[config.mk]
export PLATFORM = sky130hd
export DESIGN_NAME = blc_top
export DESIGN_NICKNAME = d
export VERILOG_FILES = /design/src/inc/blc_pkg.sv /design/src/logic/blc_path_filter.sv /design/src/logic/blc_top.sv
export SDC_FILE = /design/constraint.sdc
export NUM_CORES = 1
export LEC_CHECK = 0
export BUFFER_PORTS_ARGS = -buffer_cell sky130_fd_sc_hd__buf_2
export CAP_MARGIN = 15
export CELL_PAD_IN_SITES_DETAIL_PLACEMENT = 0
export CELL_PAD_IN_SITES_GLOBAL_PLACEMENT = 1
export CORE_MARGIN = 2
export CORE_UTILIZATION = 41
export CTS_BUF_LIST = sky130_fd_sc_hd__clkbuf_4
export DETAILED_ROUTE_END_ITERATION = 8
export HOLD_SLACK_MARGIN = 0.03
export PLACE_DENSITY_LB_ADDON = 0.05
export SYNTH_ARGS = -nofsm -noshare
export SYNTH_HDL_FRONTEND = slang
export SYNTH_HIERARCHICAL = 1
export SYNTH_SLANG_ARGS = --single-unit
[constraint.sdc]
create_clock -name clk_sys_i -period 11.1 [get_ports clk_sys_i]
set_input_delay 2.22 -clock clk_sys_i [delete_from_list [all_inputs] [get_ports clk_sys_i]]
set_output_delay 2.22 -clock clk_sys_i [all_outputs]
set_load 0.02 [all_outputs]
[src/inc/blc_pkg.sv]
// Functional notes
// - each frame starts with the programmed dark row count, host keeps it 1..255.
// - in global shutter a dark row is 160 kernels long.
// - in rolling shutter a dark row is as long as the active window.
// - skip bit blanks the first dark row and keeps it out of calibration.
// - auto enable one computes offset from dark samples, zero disables it.
// - the computed offset is applied to every image pixel.
// - dark sample pixels leave raw and uncompensated.
// - with auto off, the nine-bit manual offset is applied to regular pixels.
// - sign zero adds the manual offset, sign one subtracts it.
// - the manual sign is ignored while auto calibration is on.
// - with auto off all data paths use the same manual offset.
// - dark samples of each path are low-pass filtered first.
// - filter sample count is two to the power of the exponent field.
// - too few samples sets that path's shortfall flag.
// - only even kernels are used as samples, half of each even-length row.
// - a flagged path is not compensated correctly; host must act.
// - automatic calibration repeats every frame.
// - calibration works on kernels of 8 adjacent columns.
// - compensated values below zero clip to zero.
package blc_pkg;
	localparam int NPATH = 4;
	localparam int PIXW  = 10;
	localparam int SUMW  = PIXW + 7;
	localparam int KERNEL_COLS = 8;

	// register addresses
	localparam logic [8:0] ADDR_FILTER_CFG = 9'h080;
	localparam logic [8:0] ADDR_OFFSET_CTL = 9'h081;
	localparam logic [8:0] ADDR_SHORT_STAT = 9'h088;
	localparam logic [8:0] ADDR_DARK_SETUP = 9'h0c5;

	// field positions
	localparam int EXP_LSB    = 8;
	localparam int AUTO_BIT   = 0;
	localparam int OFS_LSB    = 1;
	localparam int SIGN_BIT   = 10;
	localparam int ROWS_LSB   = 0;
	localparam int GATE_BIT   = 8;

	// reset values
	localparam logic [2:0] RST_EXP   = 3'h3;
	localparam logic       RST_AUTO  = 1'b1;
	localparam logic [8:0] RST_OFS   = 9'h000;
	localparam logic       RST_SIGN  = 1'b0;
	localparam logic [7:0] RST_ROWS  = 8'h08;
	localparam logic       RST_GATE  = 1'b1;

	// row length in kernels for global shutter
	localparam logic [7:0] GS_ROW_KERNELS = 8'ha0;

	typedef logic [PIXW-1:0] blc_pix_type;
	typedef logic [NPATH-1:0][PIXW-1:0] blc_pix_bus_type;

	typedef struct packed {
		logic        wr;
		logic [8:0]  addr;
		logic [15:0] wdata;
	} blc_reg_req_type;

	typedef enum logic [1:0] {
		BLC_IDLE,
		BLC_DARK,
		BLC_CALC,
		BLC_IMAGE
	} blc_state_type;
endpackage : blc_pkg

[src/logic/blc_path_filter.sv]
`timescale 1ns/1ns
`default_nettype none
module blc_path_filter (
	// clock and reset
	input  wire logic              clk_sys_i,
	input  wire logic              rst_n_i,
	// control
	input  wire logic              clear_i,
	input  wire logic              done_i,
	input  wire logic [2:0]        exp_i,
	// samples
	input  wire logic              sample_i,
	input  wire blc_pkg::blc_pix_type data_i,
	// result
	output logic                   short_o,
	output blc_pkg::blc_pix_type   level_o
);
	import blc_pkg::*;

	logic [SUMW-1:0] sum_q, sum_d;
	logic [7:0]      cnt_q, cnt_d;
	logic            short_q, short_d;
	blc_pix_type     level_q, level_d;
	logic [7:0]      target;
	logic [SUMW-1:0] avg;

	assign target = 8'(1) << exp_i;
	assign avg    = sum_q >> exp_i;

	always_comb begin
		sum_d   = sum_q;
		cnt_d   = cnt_q;
		short_d = short_q;
		level_d = level_q;
		if (clear_i) begin
			sum_d = '0;
			cnt_d = '0;
		end else if (sample_i && cnt_q < target) begin
			sum_d = sum_q + SUMW'(data_i);
			cnt_d = cnt_q + 8'h01;
		end
		if (done_i) begin
			short_d = (cnt_q != target);
			// a short path keeps last good level rather than a biased one
			if (cnt_q == target)
				level_d = avg[PIXW-1:0];
		end
	end

	always_ff @(posedge clk_sys_i or negedge rst_n_i) begin
		if (!rst_n_i) begin
			sum_q   <= '0;
			cnt_q   <= '0;
			short_q <= 1'b0;
			level_q <= '0;
		end else begin
			sum_q   <= sum_d;
			cnt_q   <= cnt_d;
			short_q <= short_d;
			level_q <= level_d;
		end
	end

	assign short_o = short_q;
	assign level_o = level_q;

	// exponent may shrink between frames, so only growth past the cap counts
	a_filter_cap: assert property (
		@(posedge clk_sys_i) disable iff (!rst_n_i)
		(!clear_i && cnt_q >= target) |=> $stable(cnt_q))
		else $error("filter took more samples than requested");
endmodule : blc_path_filter
`default_nettype wire

[src/logic/blc_top.sv]
`timescale 1ns/1ns
`default_nettype none
module blc_top (
	// clock and reset
	input  wire logic                    clk_sys_i,
	input  wire logic                    nrst_i,
	// register port behind the serial interface
	input  wire blc_pkg::blc_reg_req_type reg_req_i,
	output logic [15:0]                  reg_rdata_o,
	// frame control
	input  wire logic                    frame_start_i,
	input  wire logic                    frame_end_i,
	input  wire logic                    rolling_i,
	input  wire logic [7:0]              window_kernels_i,
	output logic                         dark_gen_o,
	// pixel stream from the converters
	input  wire logic [blc_pkg::NPATH-1:0] pix_valid_i,
	input  wire blc_pkg::blc_pix_bus_type  pix_i,
	// pixel stream out
	output logic [blc_pkg::NPATH-1:0]    pix_valid_o,
	output blc_pkg::blc_pix_bus_type     pix_o,
	output logic                         pix_dark_o
);
	import blc_pkg::*;

	// ------------------------------------------------------------
	// reset release
	// ------------------------------------------------------------
	logic rst_meta_q;
	logic rst_n;

	always_ff @(posedge clk_sys_i or negedge nrst_i) begin
		if (!nrst_i) begin
			rst_meta_q <= 1'b0;
			rst_n      <= 1'b0;
		end else begin
			rst_meta_q <= 1'b1;
			rst_n      <= rst_meta_q;
		end
	end

	// ------------------------------------------------------------
	// registers
	// ------------------------------------------------------------
	logic [2:0]        exp_q, exp_d;
	logic              auto_q, auto_d;
	logic [8:0]        ofs_q, ofs_d;
	logic              sign_q, sign_d;
	logic [7:0]        rows_q, rows_d;
	logic              gate_q, gate_d;
	logic [15:0]       rdata_q, rdata_d;
	logic [NPATH-1:0]  short_flags;

	always_comb begin
		exp_d   = exp_q;
		auto_d  = auto_q;
		ofs_d   = ofs_q;
		sign_d  = sign_q;
		rows_d  = rows_q;
		gate_d  = gate_q;
		rdata_d = 16'h0000;
		if (reg_req_i.wr) begin
			case (reg_req_i.addr)
			ADDR_FILTER_CFG: exp_d = reg_req_i.wdata[EXP_LSB +: 3];
			ADDR_OFFSET_CTL: begin
				auto_d = reg_req_i.wdata[AUTO_BIT];
				ofs_d  = reg_req_i.wdata[OFS_LSB +: 9];
				sign_d = reg_req_i.wdata[SIGN_BIT];
			end
			ADDR_DARK_SETUP: begin
				rows_d = reg_req_i.wdata[ROWS_LSB +: 8];
				gate_d = reg_req_i.wdata[GATE_BIT];
			end
			default: ;
			endcase
		end else begin
			// unmapped and write-only cycles read as zero
			case (reg_req_i.addr)
			ADDR_FILTER_CFG: rdata_d[EXP_LSB +: 3] = exp_q;
			ADDR_OFFSET_CTL: begin
				rdata_d[AUTO_BIT]    = auto_q;
				rdata_d[OFS_LSB +: 9] = ofs_q;
				rdata_d[SIGN_BIT]    = sign_q;
			end
			ADDR_SHORT_STAT: rdata_d[NPATH-1:0] = short_flags;
			ADDR_DARK_SETUP: begin
				rdata_d[ROWS_LSB +: 8] = rows_q;
				rdata_d[GATE_BIT]      = gate_q;
			end
			default: ;
			endcase
		end
	end

	always_ff @(posedge clk_sys_i or negedge rst_n) begin
		if (!rst_n) begin
			exp_q   <= RST_EXP;
			auto_q  <= RST_AUTO;
			ofs_q   <= RST_OFS;
			sign_q  <= RST_SIGN;
			rows_q  <= RST_ROWS;
			gate_q  <= RST_GATE;
			rdata_q <= 16'h0000;
		end else begin
			exp_q   <= exp_d;
			auto_q  <= auto_d;
			ofs_q   <= ofs_d;
			sign_q  <= sign_d;
			rows_q  <= rows_d;
			gate_q  <= gate_d;
			rdata_q <= rdata_d;
		end
	end

	assign reg_rdata_o = rdata_q;

	// ------------------------------------------------------------
	// dark row sequencer
	// ------------------------------------------------------------
	blc_state_type state_q, state_d;
	logic [7:0]    row_q, row_d;
	logic [7:0]    kern_q, kern_d;
	logic [7:0]    nrows_q, nrows_d;
	logic          fgate_q, fgate_d;
	logic [7:0]    row_len;
	logic          row_last;
	logic          blank_row;
	logic          clear;
	logic          done;

	// row length follows the live window in rolling mode
	assign row_len   = rolling_i ? window_kernels_i
		: GS_ROW_KERNELS;
	assign row_last  = (kern_q >= row_len - 8'h01);
	assign blank_row = fgate_q && (row_q == 8'h00);
	// a refused start must not wipe samples of the running frame
	assign clear     = frame_start_i
		&& (state_q == BLC_IDLE || state_q == BLC_IMAGE);
	assign done      = (state_q == BLC_CALC);

	always_comb begin
		state_d = state_q;
		row_d   = row_q;
		kern_d  = kern_q;
		nrows_d = nrows_q;
		fgate_d = fgate_q;
		case (state_q)
		BLC_IDLE, BLC_IMAGE: begin
			if (frame_start_i) begin
				// dark row count and skip bit are sampled once per frame
				nrows_d = rows_q;
				fgate_d = gate_q;
				row_d   = 8'h00;
				kern_d  = 8'h00;
				state_d = (rows_q == 8'h00) ? BLC_CALC
					: BLC_DARK;
			end else if (frame_end_i)
				state_d = BLC_IDLE;
		end
		BLC_DARK: begin
			if (row_last) begin
				kern_d = 8'h00;
				row_d  = row_q + 8'h01;
				if (row_q == nrows_q - 8'h01)
					state_d = BLC_CALC;
			end else
				kern_d = kern_q + 8'h01;
		end
		BLC_CALC: state_d = BLC_IMAGE;
		default: state_d = BLC_IDLE;
		endcase
	end

	always_ff @(posedge clk_sys_i or negedge rst_n) begin
		if (!rst_n) begin
			state_q <= BLC_IDLE;
			row_q   <= 8'h00;
			kern_q  <= 8'h00;
			nrows_q <= 8'h00;
			fgate_q <= 1'b0;
		end else begin
			state_q <= state_d;
			row_q   <= row_d;
			kern_q  <= kern_d;
			nrows_q <= nrows_d;
			fgate_q <= fgate_d;
		end
	end

	assign dark_gen_o = (state_q == BLC_DARK);

	// ------------------------------------------------------------
	// per path filter and compensation
	// ------------------------------------------------------------
	logic [NPATH-1:0]  sample_en;
	logic [NPATH-1:0]  pvld_q, pvld_d;
	blc_pix_bus_type   pout_q, pout_d;
	blc_pix_bus_type   level;
	logic              dark_q, dark_d;

	genvar p;
	generate
		for (p = 0; p < NPATH; p++) begin : g_path
			logic [PIXW+1:0] sum;
			// each kernel carries 8 columns; only even kernels are
			// sampled, halving the usable count per row
			assign sample_en[p] = dark_gen_o && !blank_row
				&& !kern_q[0] && pix_valid_i[p];

			blc_path_filter u_filter (
				.clk_sys_i (clk_sys_i),
				.rst_n_i   (rst_n),
				.clear_i   (clear),
				.done_i    (done),
				.exp_i     (exp_q),
				.sample_i  (sample_en[p]),
				.data_i    (pix_i[p]),
				.short_o   (short_flags[p]),
				.level_o   (level[p])
			);

			always_comb begin
				sum = {2'b00, pix_i[p]};
				if (auto_q)
					sum = {2'b00, pix_i[p]}
						- {2'b00, level[p]};
				else if (sign_q)
					sum = {2'b00, pix_i[p]}
						- {3'b000, ofs_q};
				else
					sum = {2'b00, pix_i[p]} + {3'b000, ofs_q};
				pvld_d[p] = pix_valid_i[p] && (state_q == BLC_IMAGE
					|| (dark_gen_o && !blank_row));
				if (dark_gen_o)
					pout_d[p] = pix_i[p];
				else if (sum[PIXW+1])
					pout_d[p] = '0;
				else if (sum[PIXW])
					pout_d[p] = '1;
				else
					pout_d[p] = sum[PIXW-1:0];
			end
		end
	endgenerate

	assign dark_d = dark_gen_o;

	always_ff @(posedge clk_sys_i or negedge rst_n) begin
		if (!rst_n) begin
			pvld_q <= '0;
			pout_q <= '0;
			dark_q <= 1'b0;
		end else begin
			pvld_q <= pvld_d;
			pout_q <= pout_d;
			dark_q <= dark_d;
		end
	end

	assign pix_valid_o = pvld_q;
	assign pix_o       = pout_q;
	assign pix_dark_o  = dark_q;

	// ------------------------------------------------------------
	// checks
	// ------------------------------------------------------------
	a_dark_row_end: assert property (
		@(posedge clk_sys_i) disable iff (!rst_n)
		(state_q == BLC_DARK && row_last && row_q == nrows_q - 8'h01)
		|=> state_q == BLC_CALC)
		else $error("dark phase did not end after programmed rows");

	a_dark_hold: assert property (
		@(posedge clk_sys_i) disable iff (!rst_n)
		(state_q == BLC_DARK && !row_last) |=> state_q == BLC_DARK)
		else $error("dark phase cut short inside a row");

	a_frame_restart: assert property (
		@(posedge clk_sys_i) disable iff (!rst_n)
		((state_q == BLC_IDLE || state_q == BLC_IMAGE) && frame_start_i
		&& rows_q != 8'h00)
		|=> state_q == BLC_DARK && row_q == 8'h00 && kern_q == 8'h00)
		else $error("frame start did not restart dark rows");

	a_gs_row_len: assert property (
		@(posedge clk_sys_i) disable iff (!rst_n)
		(state_q == BLC_DARK && !rolling_i
		&& kern_q == GS_ROW_KERNELS - 8'h01)
		|=> kern_q == 8'h00)
		else $error("global shutter dark row not 160 kernels");

	a_rs_row_len: assert property (
		@(posedge clk_sys_i) disable iff (!rst_n)
		(state_q == BLC_DARK && rolling_i && $stable(window_kernels_i)
		&& window_kernels_i != 8'h00) |-> kern_q < window_kernels_i)
		else $error("rolling dark row longer than window");

	a_first_gated: assert property (
		@(posedge clk_sys_i) disable iff (!rst_n)
		(dark_gen_o && fgate_q && row_q == 8'h00)
		|=> pix_valid_o == '0)
		else $error("first dark row not blanked");

	a_dark_is_raw: assert property (
		@(posedge clk_sys_i) disable iff (!rst_n)
		(dark_gen_o && !blank_row && pix_valid_i[0])
		|=> pix_valid_o[0] && pix_o[0] == $past(pix_i[0]))
		else $error("dark sample was altered");

	a_auto_sub: assert property (
		@(posedge clk_sys_i) disable iff (!rst_n)
		(state_q == BLC_IMAGE && auto_q && pix_i[2] >= level[2])
		|=> pix_o[2] == $past(pix_i[2] - level[2]))
		else $error("automatic offset not applied");

	a_sign_ignored: assert property (
		@(posedge clk_sys_i) disable iff (!rst_n)
		(state_q == BLC_IMAGE && auto_q && sign_q
		&& pix_i[1] >= level[1])
		|=> pix_o[1] == $past(pix_i[1] - level[1]))
		else $error("manual sign used in automatic mode");

	a_clip_zero: assert property (
		@(posedge clk_sys_i) disable iff (!rst_n)
		(state_q == BLC_IMAGE && auto_q && pix_i[1] < level[1])
		|=> pix_o[1] == '0)
		else $error("negative result not clipped");

	a_manual_sub: assert property (
		@(posedge clk_sys_i) disable iff (!rst_n)
		(state_q == BLC_IMAGE && !auto_q && sign_q
		&& {1'b0, pix_i[0]} >= {2'b00, ofs_q})
		|=> pix_o[0] == $past(pix_i[0] - PIXW'(ofs_q)))
		else $error("manual subtract wrong");

	a_manual_same: assert property (
		@(posedge clk_sys_i) disable iff (!rst_n)
		(state_q == BLC_IMAGE && !auto_q && pix_i[0] == pix_i[3])
		|=> pix_o[0] == pix_o[3])
		else $error("paths used different manual offsets");

	a_half_kernels: assert property (
		@(posedge clk_sys_i) disable iff (!rst_n)
		sample_en[2] |-> !kern_q[0] && !blank_row)
		else $error("odd kernel or blanked row sampled");

	a_flags_renew: assert property (
		@(posedge clk_sys_i) disable iff (!rst_n)
		(state_q == BLC_IMAGE && !frame_start_i) |=> $stable(short_flags))
		else $error("shortfall flags changed outside calibration");
endmodule : blc_top
`default_nettype wire

Word level (Yosys, flattened, before mapping)

Index checks and enable logic that the tools add are counted.

Output and inout bits: 62
Flip-flop bits (word level): 252

Equality and inequality tests: 20
Multiplexer cells: 53
Shifts and indexed selects: 5
$add $sub $neg: 24
Reduce and logical (&&, ||, !) cells: 40
Order comparisons: 5

Operators with widths:

| kind                                                 | number |
|---|---|
| 2-to-1 mux 17 bit                                    | 8 |
| 2-to-1 mux 10 bit                                    | 12 |
| 2-to-1 mux 12 bit                                    | 8 |
| 2-to-1 mux 8 bit                                     | 12 |
| adder 17 x 10 -> 17 bit                              | 4 |
| >> shifter 17 x 3 -> 10 bit                          | 4 |
| adder 8 x 1 -> 8 bit (second input constant)         | 6 |
| adder 10 x 9 -> 11 bit                               | 4 |
| subtractor 10 x 10 -> 11 bit                         | 4 |
| subtractor 10 x 9 -> 11 bit                          | 4 |
| equality test 8 bit                                  | 5 |
| equality test 9 x 8 -> 1 bit (second input constant) | 4 |
| < comparator 8 bit                                   | 4 |
| != test 8 bit                                        | 4 |
| case mux 8 bit (2 select lines)                      | 2 |
| AND reduction 2 bit                                  | 9 |
| logical AND 1 bit                                    | 16 |
| logical NOT 8 bit                                    | 2 |
| subtractor 8 x 1 -> 8 bit (second input constant)    | 2 |
| case mux 4 bit (3 select lines)                      | 1 |
| 2-to-1 mux 11 bit                                    | 1 |
| 2-to-1 mux 2 bit                                     | 5 |
| nonzero test 2 bit                                   | 5 |
| greater-or-equal comparator 8 bit                    | 1 |
| other kinds (15)                                     | 20 |

Logic depth before layout (Yosys ltp)

Depth after elaboration: 9
Depth in mapped cells: 14
Depth with buffers taken out: 13

Cells and area by module

The synthesis kept the hierarchy.

By module, submodules not included:

| module                                    | instances | cells an instance | area an instance (um^2) |
|---|---|---|---|
| blc_top                                   | 1         | 1259              | 10799.1 |
| blc_path_filter at g_path[1].u_filter ... | 2         | 300               | 2660.1 |
| blc_path_filter at g_path[0].u_filter     | 1         | 299               | 2657.5 |
| blc_path_filter at g_path[2].u_filter     | 1         | 299               | 2656.3 |

Least setup slack after synthesis

Ideal clock, no wire load.

Kind: in2reg
From: input port window_kernels_i[2]
To: register row_q[6]
Arrival: 4.806 ns
Slack: 6.173 ns
Setup time: 0.121 ns
Data required time: 10.979 ns
Stages: 12
Buffers on the path: 1
Cell sequence: or3_1 > or2_2 > nor4_1 > xnor2_1 > and2_1 > ha_1 > nand4_1 > o31ai_1 > clkbuf_1 > nand4_1 > xor2_1 > nor2_1

Cells in the longest elaborated chain, start to end: 5

RTL lines:

| element                           | line           | RTL |
|---|---|---|
| start: declaration                | blc_top.sv:14  | `input wire logic [7:0] window_kernels_i,` |
| 2-to-1 mux 8 bit                  | blc_top.sv:132 | `assign row_len = rolling_i ? window_kernels_i` |
| subtractor 8 x 1 -> 8 bit         | blc_top.sv:134 | `assign row_last = (kern_q >= row_len - 8'h01);` |
| greater-or-equal comparator 8 bit | blc_top.sv:134 |  |
| != test 2 x 1 -> 1 bit (no line)  | -              |  |
| AND reduction 3 bit (no line)     | -              |  |
| end signal: assignment            | blc_top.sv:183 | `row_q <= row_d;` |
| end: declaration                  | blc_top.sv:121 | `logic [7:0] row_q, row_d;` |

No other way between the ends.
A chain may end at the register's enable or synchronous reset.

Final worst setup path

From: register exp_q[0]
To: register g_path[1].u_filter.sum_q[16]

Cells in the longest elaborated chain, start to end: 4

RTL lines:

| element                      | line                  | RTL |
|---|---|---|
| start: declaration           | blc_top.sv:45         | `logic [2:0] exp_q, exp_d;` |
| start signal: assignment     | blc_top.sv:105        | `exp_q <= exp_d;` |
| << shifter 1 x 3 -> 8 bit    | blc_path_filter.sv:27 | `assign target = 8'(1) << exp_i;` |
| < comparator 8 bit           | blc_path_filter.sv:38 | `end else if (sample_i && cnt_q < target) begin` |
| logical AND 1 bit            | blc_path_filter.sv:38 |  |
| nonzero test 2 bit (no line) | -                     |  |
| end signal: assignment       | blc_path_filter.sv:57 | `sum_q <= sum_d;` |
| end: declaration             | blc_path_filter.sv:20 | `logic [SUMW-1:0] sum_q, sum_d;` |

No other way between the ends.

==> flow_metrics.py <==
metrics = {
    "timing": {
        "finalSetupTns_ps": 0,
        "fin_crit_sh": 0.4129,
        "worstMarginPinSlew_ps": 1231,
        "fin_ws_ps": 6517,
        "fmax_ghz": 0.2182,
        "hold_viol": 0,
        "maxSlewViolCount": 0,
        "rsz0062_at_grt": "false",
        "setup_violations": 0,
        "maxSlewHeadroom": 0.1674,
        "period_minus_slack_ps": 4583,
        "skew_ps": 34.51,
        "fin_hold_ws_ps": 353.6,
    },
    "synthesis": {
        "synth.area.top_cells": "dfrtp_1 29%, ha_1 12%, mux2i_1 4.3%, nand2_1 4.2%, o21ai_0 3.6%",
        "synth_cell_types": 97,
        "synth_area_mm2": 0.02143,
        "synth-seq-cells": 252,
        "synth_compound_area_frac": 0.2120,
        "yosysSeqAreaShare": 0.2945,
        "yosysMostFrequentCell": "dfrtp_1",
        "ys_async_sr_fraction": 1.000,
        "synthFlopType": "dfrtp_1",
        "synth_top_area_share": 0.2884,
        "synth-simple-area-share": 0.1825,
        "synthAdderAreaFrac": 0.1335,
        "synth_top_family_by_area": "compound AO/OA/AOI/OAI gates",
        "synth_edf_count": 0,
        "synth_xor_area_frac": 0.04372,
        "synth_commonest_cells": "247 x dfrtp_1, 238 x nand2_1, 203 x ha_1",
        "syn_avg_cell_area_um2": 8.723,
        "synth_warnings": 6,
        "yosys.area.top_type": "dfrtp_1",
        "synth_cells": 2457,
        "synthMuxAreaShare": 0.08284,
    },
    "setup_path": {
        "crit_path_max_incr_delay_ps": 820,
        "start_kind": "register",
        "cp_cell_sequence": "buf_4, inv_1, or3_1, ha_1, nor2b_1, o211ai_1, a21oi_1, or2_1, a2111o_1, a21oi_1",
        "critPathArrivalTime_ps": 5260,
        "cpMostUsedCell": "a21oi_1",
        "slowest_stage": "dfstp_2",
        "required_ps": 11780,
        "path_class": "register to register",
        "crit_path_end_kind": "register",
        "crit_fanout": 53,
    },
    "layout": {
        "fillers": 5178,
        "multiInputGateArea_mm2": 0.01405,
        "nets": 2876,
        "drive_above_1_share": 0.1484,
        "final_util": 0.4563,
        "final-seq-area_mm2": 0.006325,
        "area.growth.synth_to_final_pct": 9.667,
    },
    "drt": {
        "vias_per_cell": 5.608,
        "totalWireLength_um": 62290,
        "vias": 18550,
        "drtPass1Iterations": 7,
        "avgRoutedWirePerCell_um": 18.84,
        "route.detailed.drc": 0,
        "drt-initial-drc-count": 905,
        "ant_nets": 0,
    },
    "floorplanning": {
        "start_util": 0.4161,
        "core_area_mm2": 0.05151,
        "die_h_um": 232.6,
        "row_count": 83,
        "die_area_mm2": 0.05412,
        "die_w_um": 232.6,
        "ios": 145,
    },
    "global_routing": {
        "grt_max_degree": 140,
        "grt_antenna_before_repair": 3,
        "grt_pass1_wl_um": 99870,
        "grt_pass1_vias": 18450,
        "grt_overflow_total": 0,
        "grt.total_usage": 0.2330,
    },
    "clocking": {
        "cts_hold_buf": 0,
        "clkSlewWorstSetupHoldPaths_ps": 70,
        "cts.sinks": 252,
        "tritoncts": "done",
        "postCtsSetupBuffers": 0,
        "clock_tree.buffer_depth": 3,
        "ctsResizeCount": 0,
        "numCtsBuffers": 80,
        "cts-root-buf": "clkbuf_4",
        "htreeDepth": 3,
        "clk_latency_ps": 830,
    },
    "placed_design": {
        "port_buffers": 134,
        "hpwl_um": 45600,
        "dpl_worst_slack_ps": 5860,
        "place_congestion": 0.8328,
    },
    "power": {
        "vdd_drop_max_uv": 85.25,
        "power.total_uw": 3880,
        "powerDensity_mw_per_mm2": 165.1,
        "cellLeakagePower_uw": 0.01017,
    },
    "status": {
        "status": "complete, no violations",
    },
    "run": {
        "cap_violations": 0,
    },
    "hold_path": {
        "hp-class": "register to register",
    },
}
-- worst max-delay path: cells and delay by family (launching register included) --
kind                       cells  cell delay (ps)
AOI/OAI and AO/OA              4             1190
buffers and inverters          2              940
adders and majority gates      1              300
and+or+nand+nor                3             1110
DFF                            1              820
-- final timing paths --
| path | startpoint | endpoint | slack [ps] | cells after the start |
|---|---|---|---|---|
| setup / recovery | exp_q[0] | g_path[1].u_filter/sum_q[16] | 6520 | 10 |
| hold / removal | rst_meta_q | rst_n | 350 | 0 |
| hold reg to reg | rst_meta_q | rst_n | 350 | 0 |
| min in group asynchronous | rst_n | g_path[2].u_filter/sum_q[2] | 440 | 0 |
| setup reg to reg | exp_q[0] | g_path[1].u_filter/sum_q[16] | 6520 | 10 |
| max in group asynchronous | rst_n | exp_q[2] | 9280 | 1 |
-- kinds of logic after synthesis --
| group | after synthesis |
|---|---|
| simple gates | 788 |
| compound gates | 665 |
| buf+inv | 256 |
| flops | 252 |
| fa+ha+maj | 219 |
| mux | 168 |
| xor+xnor | 107 |
| other cells | 2 |
-- metal layers --
metal,track usage,wire length [um],vias to the layer above,part of all wire
met5,0,0,-,0
li1,-,-,9157,-
met2,0.3853,28710,365,0.46
met1,0.3106,29670,8918,0.48
met3,0.04056,2412,105,0.039
met4,0.06967,1500,0,0.024
-- registers in the layout, indices dropped and copies added (netlist names), 4 cells and up --
signal	count
g_path.u_filter/short_o	4
pix_valid_o	4
pix_o	40
nrows_q	8
kern_q	8
rows_q	8
g_path.u_filter/cnt_q	32
row_q	8
ofs_q	9
reg_rdata_o	11
g_path.u_filter/level_o	40
g_path.u_filter/sum_q	68
-- through the flow --
step	cell area [um2]	std cells
6_report	23510	3307
2_1_floorplan	21450	2461
3_5_place_dp	22550	3172
5_1_grt	23510	3307
3_3_place_gp	22550	3172
4_1_cts	23490	3302
-- placed cells by master, fill, tap and decap left out, types with 12 or more instances in the layout --
master / count
a211oi_1: 51
a21o_1: 45
a21oi_1: 143
a221o_1: 18
a22oi_1: 12
a31oi_1: 13
and2_1: 15
and3_1: 19
buf_2: 134
buf_4: 15
clkbuf_4: 106
clkinv_1: 18
dfrtp_1: 244
fa_1: 16
ha_1: 202
inv_1: 134
mux2_1: 16
mux2_2: 59
mux2i_1: 93
nand2_1: 238
nand2b_1: 28
nand3_1: 56
nand3b_1: 15
nand4_1: 27
nor2_1: 181
nor2b_1: 56
nor3_1: 32
nor3b_1: 14
nor4_1: 27
o211ai_1: 21
o21a_1: 27
o21ai_0: 156
o21ai_1: 18
o31ai_1: 17
or2_2: 12
or3_1: 19
xnor2_1: 79
xor2_1: 28
-- final cells by class --
cell class	count	area share
repair buffers	150	0.03417
diodes	5	0.0005323
clock inverters	24	0.006281
inverters	137	0.02198
well taps	680	0.03620
multi-input cells	1953	0.5979
clock buffers	106	0.03386
flip-flops and latches	252	0.2691
-- power breakdown --
group	total, uW	leakage, uW	internal [uW]	switching, uW
clock network	929	0.000560	484	444
logic	1720	0.00625	668	1050
registers	1240	0.00336	1090	148
Power figures use the tool's default switching activity.
